<file path="src/verilog/fsq_cfg.svh">
/*
  Constants of the flash row program sequencer: register offsets, field positions, reset values, sizes.
  Assumes inclusion by bare name from the package and the design modules.
*/
`ifndef FSQ_CFG_SVH
`define FSQ_CFG_SVH

`define FSQ_ADDR_W 16
`define FSQ_DATA_W 24
`define FSQ_ROW_WORDS 32
`define FSQ_ROW_BYTES 96
`define FSQ_IDX_W 5
`define FSQ_TBLWR_CYCLES 2

`define FSQ_OFF_CTRL 12'h000
`define FSQ_OFF_KEY 12'h004
`define FSQ_OFF_TADDR 12'h008
`define FSQ_OFF_TDATA 12'h00c
`define FSQ_OFF_STAT 12'h010
`define FSQ_OFF_LOADED 12'h014

`define FSQ_CTRL_START 15
`define FSQ_CTRL_WREN 14
`define FSQ_CTRL_MEM 6
`define FSQ_CTRL_OP_LO 0
`define FSQ_CTRL_OP_HI 2
`define FSQ_CTRL_RST 16'h0000

`define FSQ_STAT_DONE 0
`define FSQ_STAT_BUSY 1
`define FSQ_STAT_ARMED 2

`define FSQ_KEY_FIRST 8'h55
`define FSQ_KEY_SECOND 8'haa
`define FSQ_LATCH_RST 24'hffffff

`endif

</file>
<file path="src/verilog/fsq_pkg.sv">
/*
  Types of the flash row program sequencer.
  Assumes fsq_cfg.svh on the include path.
*/
`include "fsq_cfg.svh"
package fsq_pkg;
  typedef enum logic [2:0] {
    FSQ_OP_ERASE1 = 3'b000,
    FSQ_OP_ERASE2 = 3'b001,
    FSQ_OP_ERASE4 = 3'b010,
    FSQ_OP_PROG_ROW = 3'b011,
    FSQ_OP_PROG_WORD = 3'b100
  } fsq_op_t;

  typedef enum logic [1:0] {
    FSQ_KEY_NONE = 2'b00,
    FSQ_KEY_HALF = 2'b01,
    FSQ_KEY_ARMED = 2'b10
  } fsq_key_t;

  typedef enum logic [2:0] {
    FSQ_ST_IDLE = 3'b000,
    FSQ_ST_ERASE = 3'b001,
    FSQ_ST_SCAN = 3'b010,
    FSQ_ST_PROG = 3'b011,
    FSQ_ST_FINISH = 3'b100
  } fsq_state_t;

  typedef enum logic {
    FSQ_CMD_ERASE = 1'b0,
    FSQ_CMD_PROG = 1'b1
  } fsq_cmd_t;

  // One request to the flash macro
  typedef struct packed {
    fsq_cmd_t cmd;
    logic mem_sel;
    logic [`FSQ_ADDR_W-1:0] addr;
    logic [7:0] words;
    logic [`FSQ_DATA_W-1:0] data;
  } fsq_flash_req_t;
endpackage : fsq_pkg

</file>
<file path="src/verilog/fsq_latch_bank.sv">
/*
  Row-wide holding latches with a per-entry loaded mark.
  Assumes one synchronous write port and one combinational read port.
*/
`timescale 1ns/1ps
`include "fsq_cfg.svh"
module fsq_latch_bank
  import fsq_pkg::*;
(
  // Clock and reset
  input wire logic clk,
  input wire logic rst_b,
  // Load port
  input wire logic wr_en,
  input wire logic [`FSQ_IDX_W-1:0] wr_idx,
  input wire logic [`FSQ_DATA_W-1:0] wr_data,
  input wire logic clear_loaded,
  // Read port
  input wire logic [`FSQ_IDX_W-1:0] rd_idx,
  output logic [`FSQ_DATA_W-1:0] rd_data,
  output logic [`FSQ_ROW_WORDS-1:0] loaded
);
  logic [`FSQ_DATA_W-1:0] latch_mem [`FSQ_ROW_WORDS];

  for (genvar i = 0; i < `FSQ_ROW_WORDS; i++) begin : g_entry
    // Any order, any number of rewrites; the last one stays
    always_ff @(posedge clk) begin
      if (!rst_b) begin
        latch_mem[i] <= `FSQ_LATCH_RST;
      end else if (wr_en && wr_idx == `FSQ_IDX_W'(i)) begin
        latch_mem[i] <= wr_data;
      end
    end

    // A load in the clearing cycle is kept so it is not lost
    logic loaded_reg;

    always_ff @(posedge clk) begin
      if (!rst_b) begin
        loaded_reg <= 1'b0;
      end else if (wr_en && wr_idx == `FSQ_IDX_W'(i)) begin
        loaded_reg <= 1'b1;
      end else if (clear_loaded) begin
        loaded_reg <= 1'b0;
      end
    end

    assign loaded[i] = loaded_reg;
  end

  assign rd_data = latch_mem[rd_idx];
endmodule : fsq_latch_bank

</file>
<file path="src/verilog/fsq_sequencer.sv">
/*
  Flash row program sequencer: APB register slave, unlock key, holding latches and
  the erase/program walk towards the flash macro.
  Assumes an APB master on clk and a flash macro that answers each request with a one-cycle ack.
*/
// The implementer's own choices: the APB interface to the registers and the register addresses.
`timescale 1ns/1ps
`include "fsq_cfg.svh"
module fsq_sequencer
  import fsq_pkg::*;
(
  // Clock and reset
  input wire logic clk,
  input wire logic rst_b,
  // APB slave
  input wire logic psel,
  input wire logic penable,
  input wire logic pwrite,
  input wire logic [11:0] paddr,
  input wire logic [31:0] pwdata,
  output logic [31:0] prdata,
  output logic pready,
  output logic pslverr,
  // Flash macro
  output logic flash_req,
  output fsq_flash_req_t flash_cmd,
  input wire logic flash_ack,
  // Core
  output logic cpu_stall,
  output logic flash_done_flag
);

  ////////////////////////////////////////////////////////////////////////////
  // Bus decode

  logic access;
  logic hit_ctrl, hit_key, hit_taddr, hit_tdata, hit_stat, hit_loaded, hit_any;
  logic busy;
  logic tbl_wait_reg;
  logic wr_done;

  assign access = psel && penable;
  assign hit_ctrl = paddr == `FSQ_OFF_CTRL;
  assign hit_key = paddr == `FSQ_OFF_KEY;
  assign hit_taddr = paddr == `FSQ_OFF_TADDR;
  assign hit_tdata = paddr == `FSQ_OFF_TDATA;
  assign hit_stat = paddr == `FSQ_OFF_STAT;
  assign hit_loaded = paddr == `FSQ_OFF_LOADED;
  assign hit_any = hit_ctrl | hit_key | hit_taddr | hit_tdata | hit_stat | hit_loaded;

  // Core is held off the bus for the whole operation
  assign cpu_stall = busy;
  // Table data writes get one wait state
  assign pready = !busy && !(pwrite && hit_tdata && !tbl_wait_reg);
  assign pslverr = access && pready && !hit_any;
  assign wr_done = access && pready && pwrite && hit_any;

  always_ff @(posedge clk) begin
    if (!rst_b) begin
      tbl_wait_reg <= 1'b0;
    end else begin
      tbl_wait_reg <= access && pwrite && hit_tdata && !busy && !tbl_wait_reg;
    end
  end

  ////////////////////////////////////////////////////////////////////////////
  // Unlock key

  fsq_key_t key_reg;
  logic start_req;
  logic start_ok;

  assign start_req = wr_done && hit_ctrl && pwdata[`FSQ_CTRL_START];
  // Start needs the armed key and the enable bit in the same write
  assign start_ok = start_req && key_reg == FSQ_KEY_ARMED && pwdata[`FSQ_CTRL_WREN];

  always_ff @(posedge clk) begin
    if (!rst_b) begin
      key_reg <= FSQ_KEY_NONE;
    end else if (wr_done && hit_key) begin
      if (key_reg == FSQ_KEY_NONE && pwdata[7:0] == `FSQ_KEY_FIRST) begin
        key_reg <= FSQ_KEY_HALF;
      end else if (key_reg == FSQ_KEY_HALF && pwdata[7:0] == `FSQ_KEY_SECOND) begin
        key_reg <= FSQ_KEY_ARMED;
      end else begin
        key_reg <= FSQ_KEY_NONE;
      end
    end else if (wr_done) begin
      // Any other write to a mapped register spends or breaks the unlock; unmapped writes leave it
      key_reg <= FSQ_KEY_NONE;
    end
  end

  ////////////////////////////////////////////////////////////////////////////
  // Control and table address

  logic [15:0] ctrl_reg;
  logic [`FSQ_ADDR_W-1:0] taddr_reg;
  fsq_state_t state_reg;
  logic finish;

  assign finish = state_reg == FSQ_ST_FINISH;
  assign busy = state_reg != FSQ_ST_IDLE;

  always_ff @(posedge clk) begin
    if (!rst_b) begin
      ctrl_reg <= `FSQ_CTRL_RST;
    end else if (finish) begin
      ctrl_reg[`FSQ_CTRL_START] <= 1'b0;
    end else if (wr_done && hit_ctrl) begin
      ctrl_reg <= pwdata[15:0];
      ctrl_reg[`FSQ_CTRL_START] <= start_ok;
    end
  end

  always_ff @(posedge clk) begin
    if (!rst_b) begin
      taddr_reg <= '0;
    end else if (wr_done && hit_taddr) begin
      taddr_reg <= pwdata[`FSQ_ADDR_W-1:0];
    end
  end

  ////////////////////////////////////////////////////////////////////////////
  // Holding latches

  logic [`FSQ_IDX_W-1:0] idx_reg;
  logic [`FSQ_DATA_W-1:0] latch_rd;
  logic [`FSQ_ROW_WORDS-1:0] loaded;
  logic row_prog_end;

  // The low address bits pick the latch; the array is not touched here
  fsq_latch_bank u_latch (
    .clk(clk),
    .rst_b(rst_b),
    .wr_en(wr_done && hit_tdata),
    .wr_idx(taddr_reg[`FSQ_IDX_W-1:0]),
    .wr_data(pwdata[`FSQ_DATA_W-1:0]),
    .clear_loaded(row_prog_end),
    .rd_idx(idx_reg),
    .rd_data(latch_rd),
    .loaded(loaded)
  );

  ////////////////////////////////////////////////////////////////////////////
  // Operation walk

  fsq_op_t op;
  logic [`FSQ_ADDR_W-1:0] blk_mask;
  logic [7:0] blk_words;

  assign op = fsq_op_t'(ctrl_reg[`FSQ_CTRL_OP_HI:`FSQ_CTRL_OP_LO]);
  assign row_prog_end = finish && op == FSQ_OP_PROG_ROW;

  always_comb begin
    case (op)
      FSQ_OP_ERASE2: blk_words = 8'd64;
      FSQ_OP_ERASE4: blk_words = 8'd128;
      default: blk_words = 8'(`FSQ_ROW_WORDS);
    endcase
    blk_mask = ~(`FSQ_ADDR_W'(blk_words) - `FSQ_ADDR_W'(1));
  end

  always_ff @(posedge clk) begin
    if (!rst_b) begin
      state_reg <= FSQ_ST_IDLE;
      idx_reg <= '0;
    end else begin
      case (state_reg)
        FSQ_ST_IDLE: begin
          idx_reg <= '0;
          if (start_ok) begin
            case (fsq_op_t'(pwdata[`FSQ_CTRL_OP_HI:`FSQ_CTRL_OP_LO]))
              FSQ_OP_ERASE1, FSQ_OP_ERASE2, FSQ_OP_ERASE4: state_reg <= FSQ_ST_ERASE;
              FSQ_OP_PROG_ROW: state_reg <= FSQ_ST_SCAN;
              FSQ_OP_PROG_WORD: begin
                // The word's own latch is read out
                idx_reg <= taddr_reg[`FSQ_IDX_W-1:0];
                state_reg <= FSQ_ST_PROG;
              end
              default: state_reg <= FSQ_ST_FINISH;
            endcase
          end
        end
        FSQ_ST_ERASE: begin
          if (flash_ack) begin
            state_reg <= FSQ_ST_FINISH;
          end
        end
        FSQ_ST_SCAN: begin
          // Unloaded latches are skipped, so a partial row still completes
          if (loaded[idx_reg]) begin
            state_reg <= FSQ_ST_PROG;
          end else if (idx_reg == `FSQ_IDX_W'(`FSQ_ROW_WORDS - 1)) begin
            state_reg <= FSQ_ST_FINISH;
          end else begin
            idx_reg <= idx_reg + `FSQ_IDX_W'(1);
          end
        end
        FSQ_ST_PROG: begin
          if (flash_ack) begin
            if (op != FSQ_OP_PROG_ROW || idx_reg == `FSQ_IDX_W'(`FSQ_ROW_WORDS - 1)) begin
              state_reg <= FSQ_ST_FINISH;
            end else begin
              idx_reg <= idx_reg + `FSQ_IDX_W'(1);
              state_reg <= FSQ_ST_SCAN;
            end
          end
        end
        FSQ_ST_FINISH: state_reg <= FSQ_ST_IDLE;
        default: state_reg <= FSQ_ST_IDLE;
      endcase
    end
  end

  // Request to the flash macro, registered
  always_ff @(posedge clk) begin
    if (!rst_b) begin
      flash_req <= 1'b0;
      flash_cmd <= '0;
    end else begin
      flash_req <= (state_reg == FSQ_ST_ERASE || state_reg == FSQ_ST_PROG) && !flash_ack;
      flash_cmd.mem_sel <= ctrl_reg[`FSQ_CTRL_MEM];
      if (state_reg == FSQ_ST_ERASE) begin
        flash_cmd.cmd <= FSQ_CMD_ERASE;
        flash_cmd.addr <= taddr_reg & blk_mask;
        flash_cmd.words <= blk_words;
        flash_cmd.data <= '0;
      end else if (state_reg == FSQ_ST_PROG && op == FSQ_OP_PROG_ROW) begin
        flash_cmd.cmd <= FSQ_CMD_PROG;
        flash_cmd.addr <= (taddr_reg & blk_mask) | `FSQ_ADDR_W'(idx_reg);
        flash_cmd.words <= 8'd1;
        flash_cmd.data <= latch_rd;
      end else if (state_reg == FSQ_ST_PROG) begin
        flash_cmd.cmd <= FSQ_CMD_PROG;
        flash_cmd.addr <= taddr_reg;
        flash_cmd.words <= 8'd1;
        flash_cmd.data <= loaded[taddr_reg[`FSQ_IDX_W-1:0]] ? u_latch_word(taddr_reg) : `FSQ_LATCH_RST;
      end
    end
  end

  // Single-word program takes the latch addressed by the table pointer if it is marked loaded, otherwise all ones
  function automatic logic [`FSQ_DATA_W-1:0] u_latch_word(input logic [`FSQ_ADDR_W-1:0] a);
    u_latch_word = (a[`FSQ_IDX_W-1:0] == idx_reg) ? latch_rd : `FSQ_LATCH_RST;
  endfunction : u_latch_word

  ////////////////////////////////////////////////////////////////////////////
  // Read views

  // Read data is loaded one edge before the master takes it, so a read held
  // off by an operation is loaded in its last cycle; the views already show
  // the values that stand after that cycle, so polled status is never stale.
  logic [15:0] ctrl_view;
  logic [2:0] stat_view;
  logic [`FSQ_ROW_WORDS-1:0] loaded_view;

  always_comb begin
    ctrl_view = ctrl_reg;
    loaded_view = loaded;
    stat_view = '0;
    if (finish) begin
      ctrl_view[`FSQ_CTRL_START] = 1'b0;
    end
    if (row_prog_end) begin
      loaded_view = '0;
    end
    stat_view[`FSQ_STAT_DONE] = flash_done_flag || finish;
    stat_view[`FSQ_STAT_BUSY] = busy && !finish;
    stat_view[`FSQ_STAT_ARMED] = key_reg == FSQ_KEY_ARMED;
  end

  ////////////////////////////////////////////////////////////////////////////
  // Done flag and read data

  always_ff @(posedge clk) begin
    if (!rst_b) begin
      flash_done_flag <= 1'b0;
    end else if (finish) begin
      flash_done_flag <= 1'b1;
    end else if (wr_done && hit_stat && pwdata[`FSQ_STAT_DONE]) begin
      flash_done_flag <= 1'b0;
    end
  end

  // Key register reads as zero
  always_ff @(posedge clk) begin
    if (!rst_b) begin
      prdata <= '0;
    end else if (psel && !pwrite) begin
      prdata <= '0;
      if (hit_ctrl) begin
        prdata[15:0] <= ctrl_view;
      end else if (hit_taddr) begin
        prdata[`FSQ_ADDR_W-1:0] <= taddr_reg;
      end else if (hit_stat) begin
        prdata[2:0] <= stat_view;
      end else if (hit_loaded) begin
        prdata <= loaded_view;
      end
    end
  end
endmodule : fsq_sequencer

</file>
<file path="config.mk">
export PLATFORM = sky130hd
export DESIGN_NAME = fsq_sequencer
export DESIGN_NICKNAME = d
export VERILOG_FILES = /design/src/verilog/fsq_pkg.sv /design/src/verilog/fsq_latch_bank.sv /design/src/verilog/fsq_sequencer.sv
export VERILOG_INCLUDE_DIRS = /design/src /design/src/verilog
export SDC_FILE = /design/constraint.sdc
export NUM_CORES = 1
export LEC_CHECK = 0
export ABC_CLOCK_PERIOD_IN_PS = 3700
export BUFFER_PORTS_ARGS = -buffer_cell sky130_fd_sc_hd__buf_2
export CAP_MARGIN = 0
export CORE_MARGIN = 2
export CORE_UTILIZATION = 56
export DETAILED_ROUTE_END_ITERATION = 10
export PLACE_DENSITY_LB_ADDON = 0.05
export SLEW_MARGIN = 15
export SYNTH_ARGS = -nofsm -noshare
export SYNTH_HDL_FRONTEND = slang
export SYNTH_SLANG_ARGS = --single-unit
</file>
<file path="constraint.sdc">
create_clock -name clk -period 3.7 [get_ports clk]
set_input_delay 0.185 -clock clk [delete_from_list [all_inputs] [get_ports clk]]
set_output_delay 0.185 -clock clk [all_outputs]
set_load 0.01 [all_outputs]
</file>
==> results.cfg <==
[hold_path]
hold_path.class = in2reg

[final_layout]
largest_reg_flops = 768
top_register = u_latch.latch_mem
drive_gt1_frac = 0.2247
nets = 2994
stdcell_count = 3989
largest_registers = u_latch.latch_mem: 768 flops, flash_cmd: 46 flops
area_growth_pct = 10.65

[placement]
placed_cells = 3809
place.gp.congestion = 0.8522
pre_cts_slack_ps = 396.9
place_hpwl_mm = 68.92
io_buffer_count = 124

[clock_network]
cts_setup_buffers = 0
cts_sinks = 928
clock_latency_ps = 660
cts_made_buffers = 96
cts_buffer_depth = 3
cts-htree-levels = 3
clock-root-buffer = clkbuf_16
clk_pin_slew_worst_paths_ps = 60
cts_tree = done

[worst_setup_path]
endpoint_kind = flip-flop
critPathKind = reg2reg
worstSetupStartpointType = flip-flop
crit_arrival_ps = 3620
path_max_fanout = 22
crit_required_ps = 3980

[job]
cap_violations = 0

[yosys]
ys_top_cells_by_count = or3_1 (773), edfxtp_1 (768), mux4_2 (248), clkbuf_1 (246), nand2_1 (175)
synth-edff-count = 768
synth_seq_area_share = 0.6204
async_flop_share = 0
synthFlopType = edfxtp_1
synthCells = 2973
yosysUniqueCellTypes = 58
syn_avg_cell_area_um2 = 14.24
yosysWarnings = 0
yosysTopAreaCell = edfxtp_1
synth_seq_cells = 928
synth.most_common_cell = or3_1
synth.top_cell.area_share = 0.5448
synthTopCellsByArea = edfxtp_1 (54%), mux4_2 (13%), or3_1 (11%)
mappedNetlistArea_mm2 = 0.04233

[floorplan]
die_y_um = 279.0
die-area_mm2 = 0.07781
initial_core_util = 0.5668
dieWidth_um = 279.0
core_area_mm2 = 0.07470
io_pins = 137
rows = 100

[timing]
min_period_ps = 3334
max_freq_mhz = 299.9
finalMaxSlewViolations = 0
layout_setup_ws_ps = 365.8
whs_ps = -1.545
final_hold_viol_count = 2
setup_viol = 0
max-slew-margin-rel = 0.2033
finalClockSkew_ps = 20.02
rsz0062_at_grt = false
tightest_slew_ps = 1193
finalSetupTns_ps = 0
period_share = 0.9011

[power]
comb_power_share = 0.033
power_density_mw_per_mm2 = 470.3
power.switching_mw = 4.616
p_clk_frac = 0.435
pwr-share-seq = 0.532
power_switching_share = 0.2095
peakVddDrop_v = 0.0003344
p_total_mw = 22.03
leakagePower_nw = 13.51
internal-power_mw = 17.42

[route]
wl_per_cell_um = 30.21
dr.pass1.iters = 9
vias = 26580
drt_iter0_drc = 3031
drc_errors = 0
viasPerCell = 6.663
drt-total-wl_mm = 120.5
ant_nets = 0

[global_routing]
antenna_found_initial = 14
grt_max_degree = 124
track_usage = 0.3127
grt-ovfl-total = 0
grt_pass1_vias = 26650
grt_pass1_wl_mm = 177.0

[run_status]
violations = negative hold slack
status = finished with violations
worst max-delay path: stages (launching register included):
cell and delay, ps:
dfxtp_1 440, nor3_4 360, and2_1 220, nand3_1 230
or3_2 900, o21ai_4 310, buf_4 470
final cells by class:
cell class,count,area (µm²)
Tap cell,969,1212
Sequential cell,928,26280
Clock buffer,135,2696
Clock inverter,39,386.6
Antenna cell,2,5.005
Fill cell,5509,27850
Timing Repair Buffer,239,1822
Multi-Input combinational cell,1668,14410
Inverter,9,33.78
metal layers:
layer  global-route usage  share of wire
met3              0.06769          0.093
met5                    0        0.00047
met4               0.1081          0.035
met2               0.5088           0.48
met1               0.4207           0.39
kinds of logic (layout without fill, tap and decap cells):
kind of cell             Yosys count  after routing  share of synthesized area
AND/OR/NAND/NOR                 1084           1084                     0.1480
flip-flops                       928            928                     0.6204
buffers and inverters            380            422                    0.05016
multiplexers                     290            290                     0.1419
AO/OA/AOI/OAI                    279            279                    0.03697
XOR/XNOR                           8              8                   0.001655
adder cells (fa/ha/maj)            3              3                  0.0008275
other                              1              6                 0.00008858
cell usage in the layout, fill, tap and decap left out, types with 7 or more instances in the layout:
master,netlist,final
clkbuf_16,0,101
nor2_1,31,29
a222oi_1,13,13
nand2_2,0,9
or3_1,773,772
bufinv_16,0,8
nor2b_1,9,7
mux4_2,248,248
a21oi_1,120,120
o21ai_0,112,80
nand3_1,40,34
inv_1,9,8
buf_4,5,86
edfxtp_1,768,768
nand2_1,175,166
nand4_1,7,7
nand3_2,1,7
o21ai_4,0,32
dfxtp_1,160,155
mux2i_1,42,42
buf_2,25,123
clkinv_1,0,19
buf_12,0,26
a22o_1,8,8
nor3_1,12,10
clkinv_2,0,9
clkbuf_1,246,29
path summary, 6_finish.rpt:
path / slack (ps) / start / depth (start not counted) / to
worst max-delay path: 370 / state_reg[2] / 6 / u_latch.latch_mem[2][6]
worst min register to register: 450 / flash_cmd[45] / 2 / flash_cmd[45]
worst min-delay path: -2 / pwrite / 3 / prdata[9]
worst max register to register: 370 / state_reg[2] / 6 / u_latch.latch_mem[2][6]
metrics by stage:
step | util | hold slack [ps] | cell area, µm²
6_report | 0.6271 | -1.545 | 46840
5_1_grt | 0.6271 | 9.858 | 46840
4_1_cts | 0.6269 | 45.10 | 46830
3_5_place_dp | 0.5851 | 443.2 | 43710
3_3_place_gp | 0.5851 | 437.2 | 43710
2_1_floorplan | - | 264.3 | 42350
power groups by stage:
stage,sequential (mW),combinational (mW),clock [mW]
finish,11.7,0.729,9.59
global route,11.7,0.761,10.1
CTS,11.7,0.728,9.69
detailed placement,11.9,0.725,0
global placement,11.9,0.714,0
floorplan,11.9,0.354,0
repair_timing:
action / CTS / global route
resized for setup: 0 / 0
hold endpoints to repair: 5 / 0
hold buffers: 4 / 0
setup endpoints to repair: 0 / 0
(Power assumes the default switching activity.)
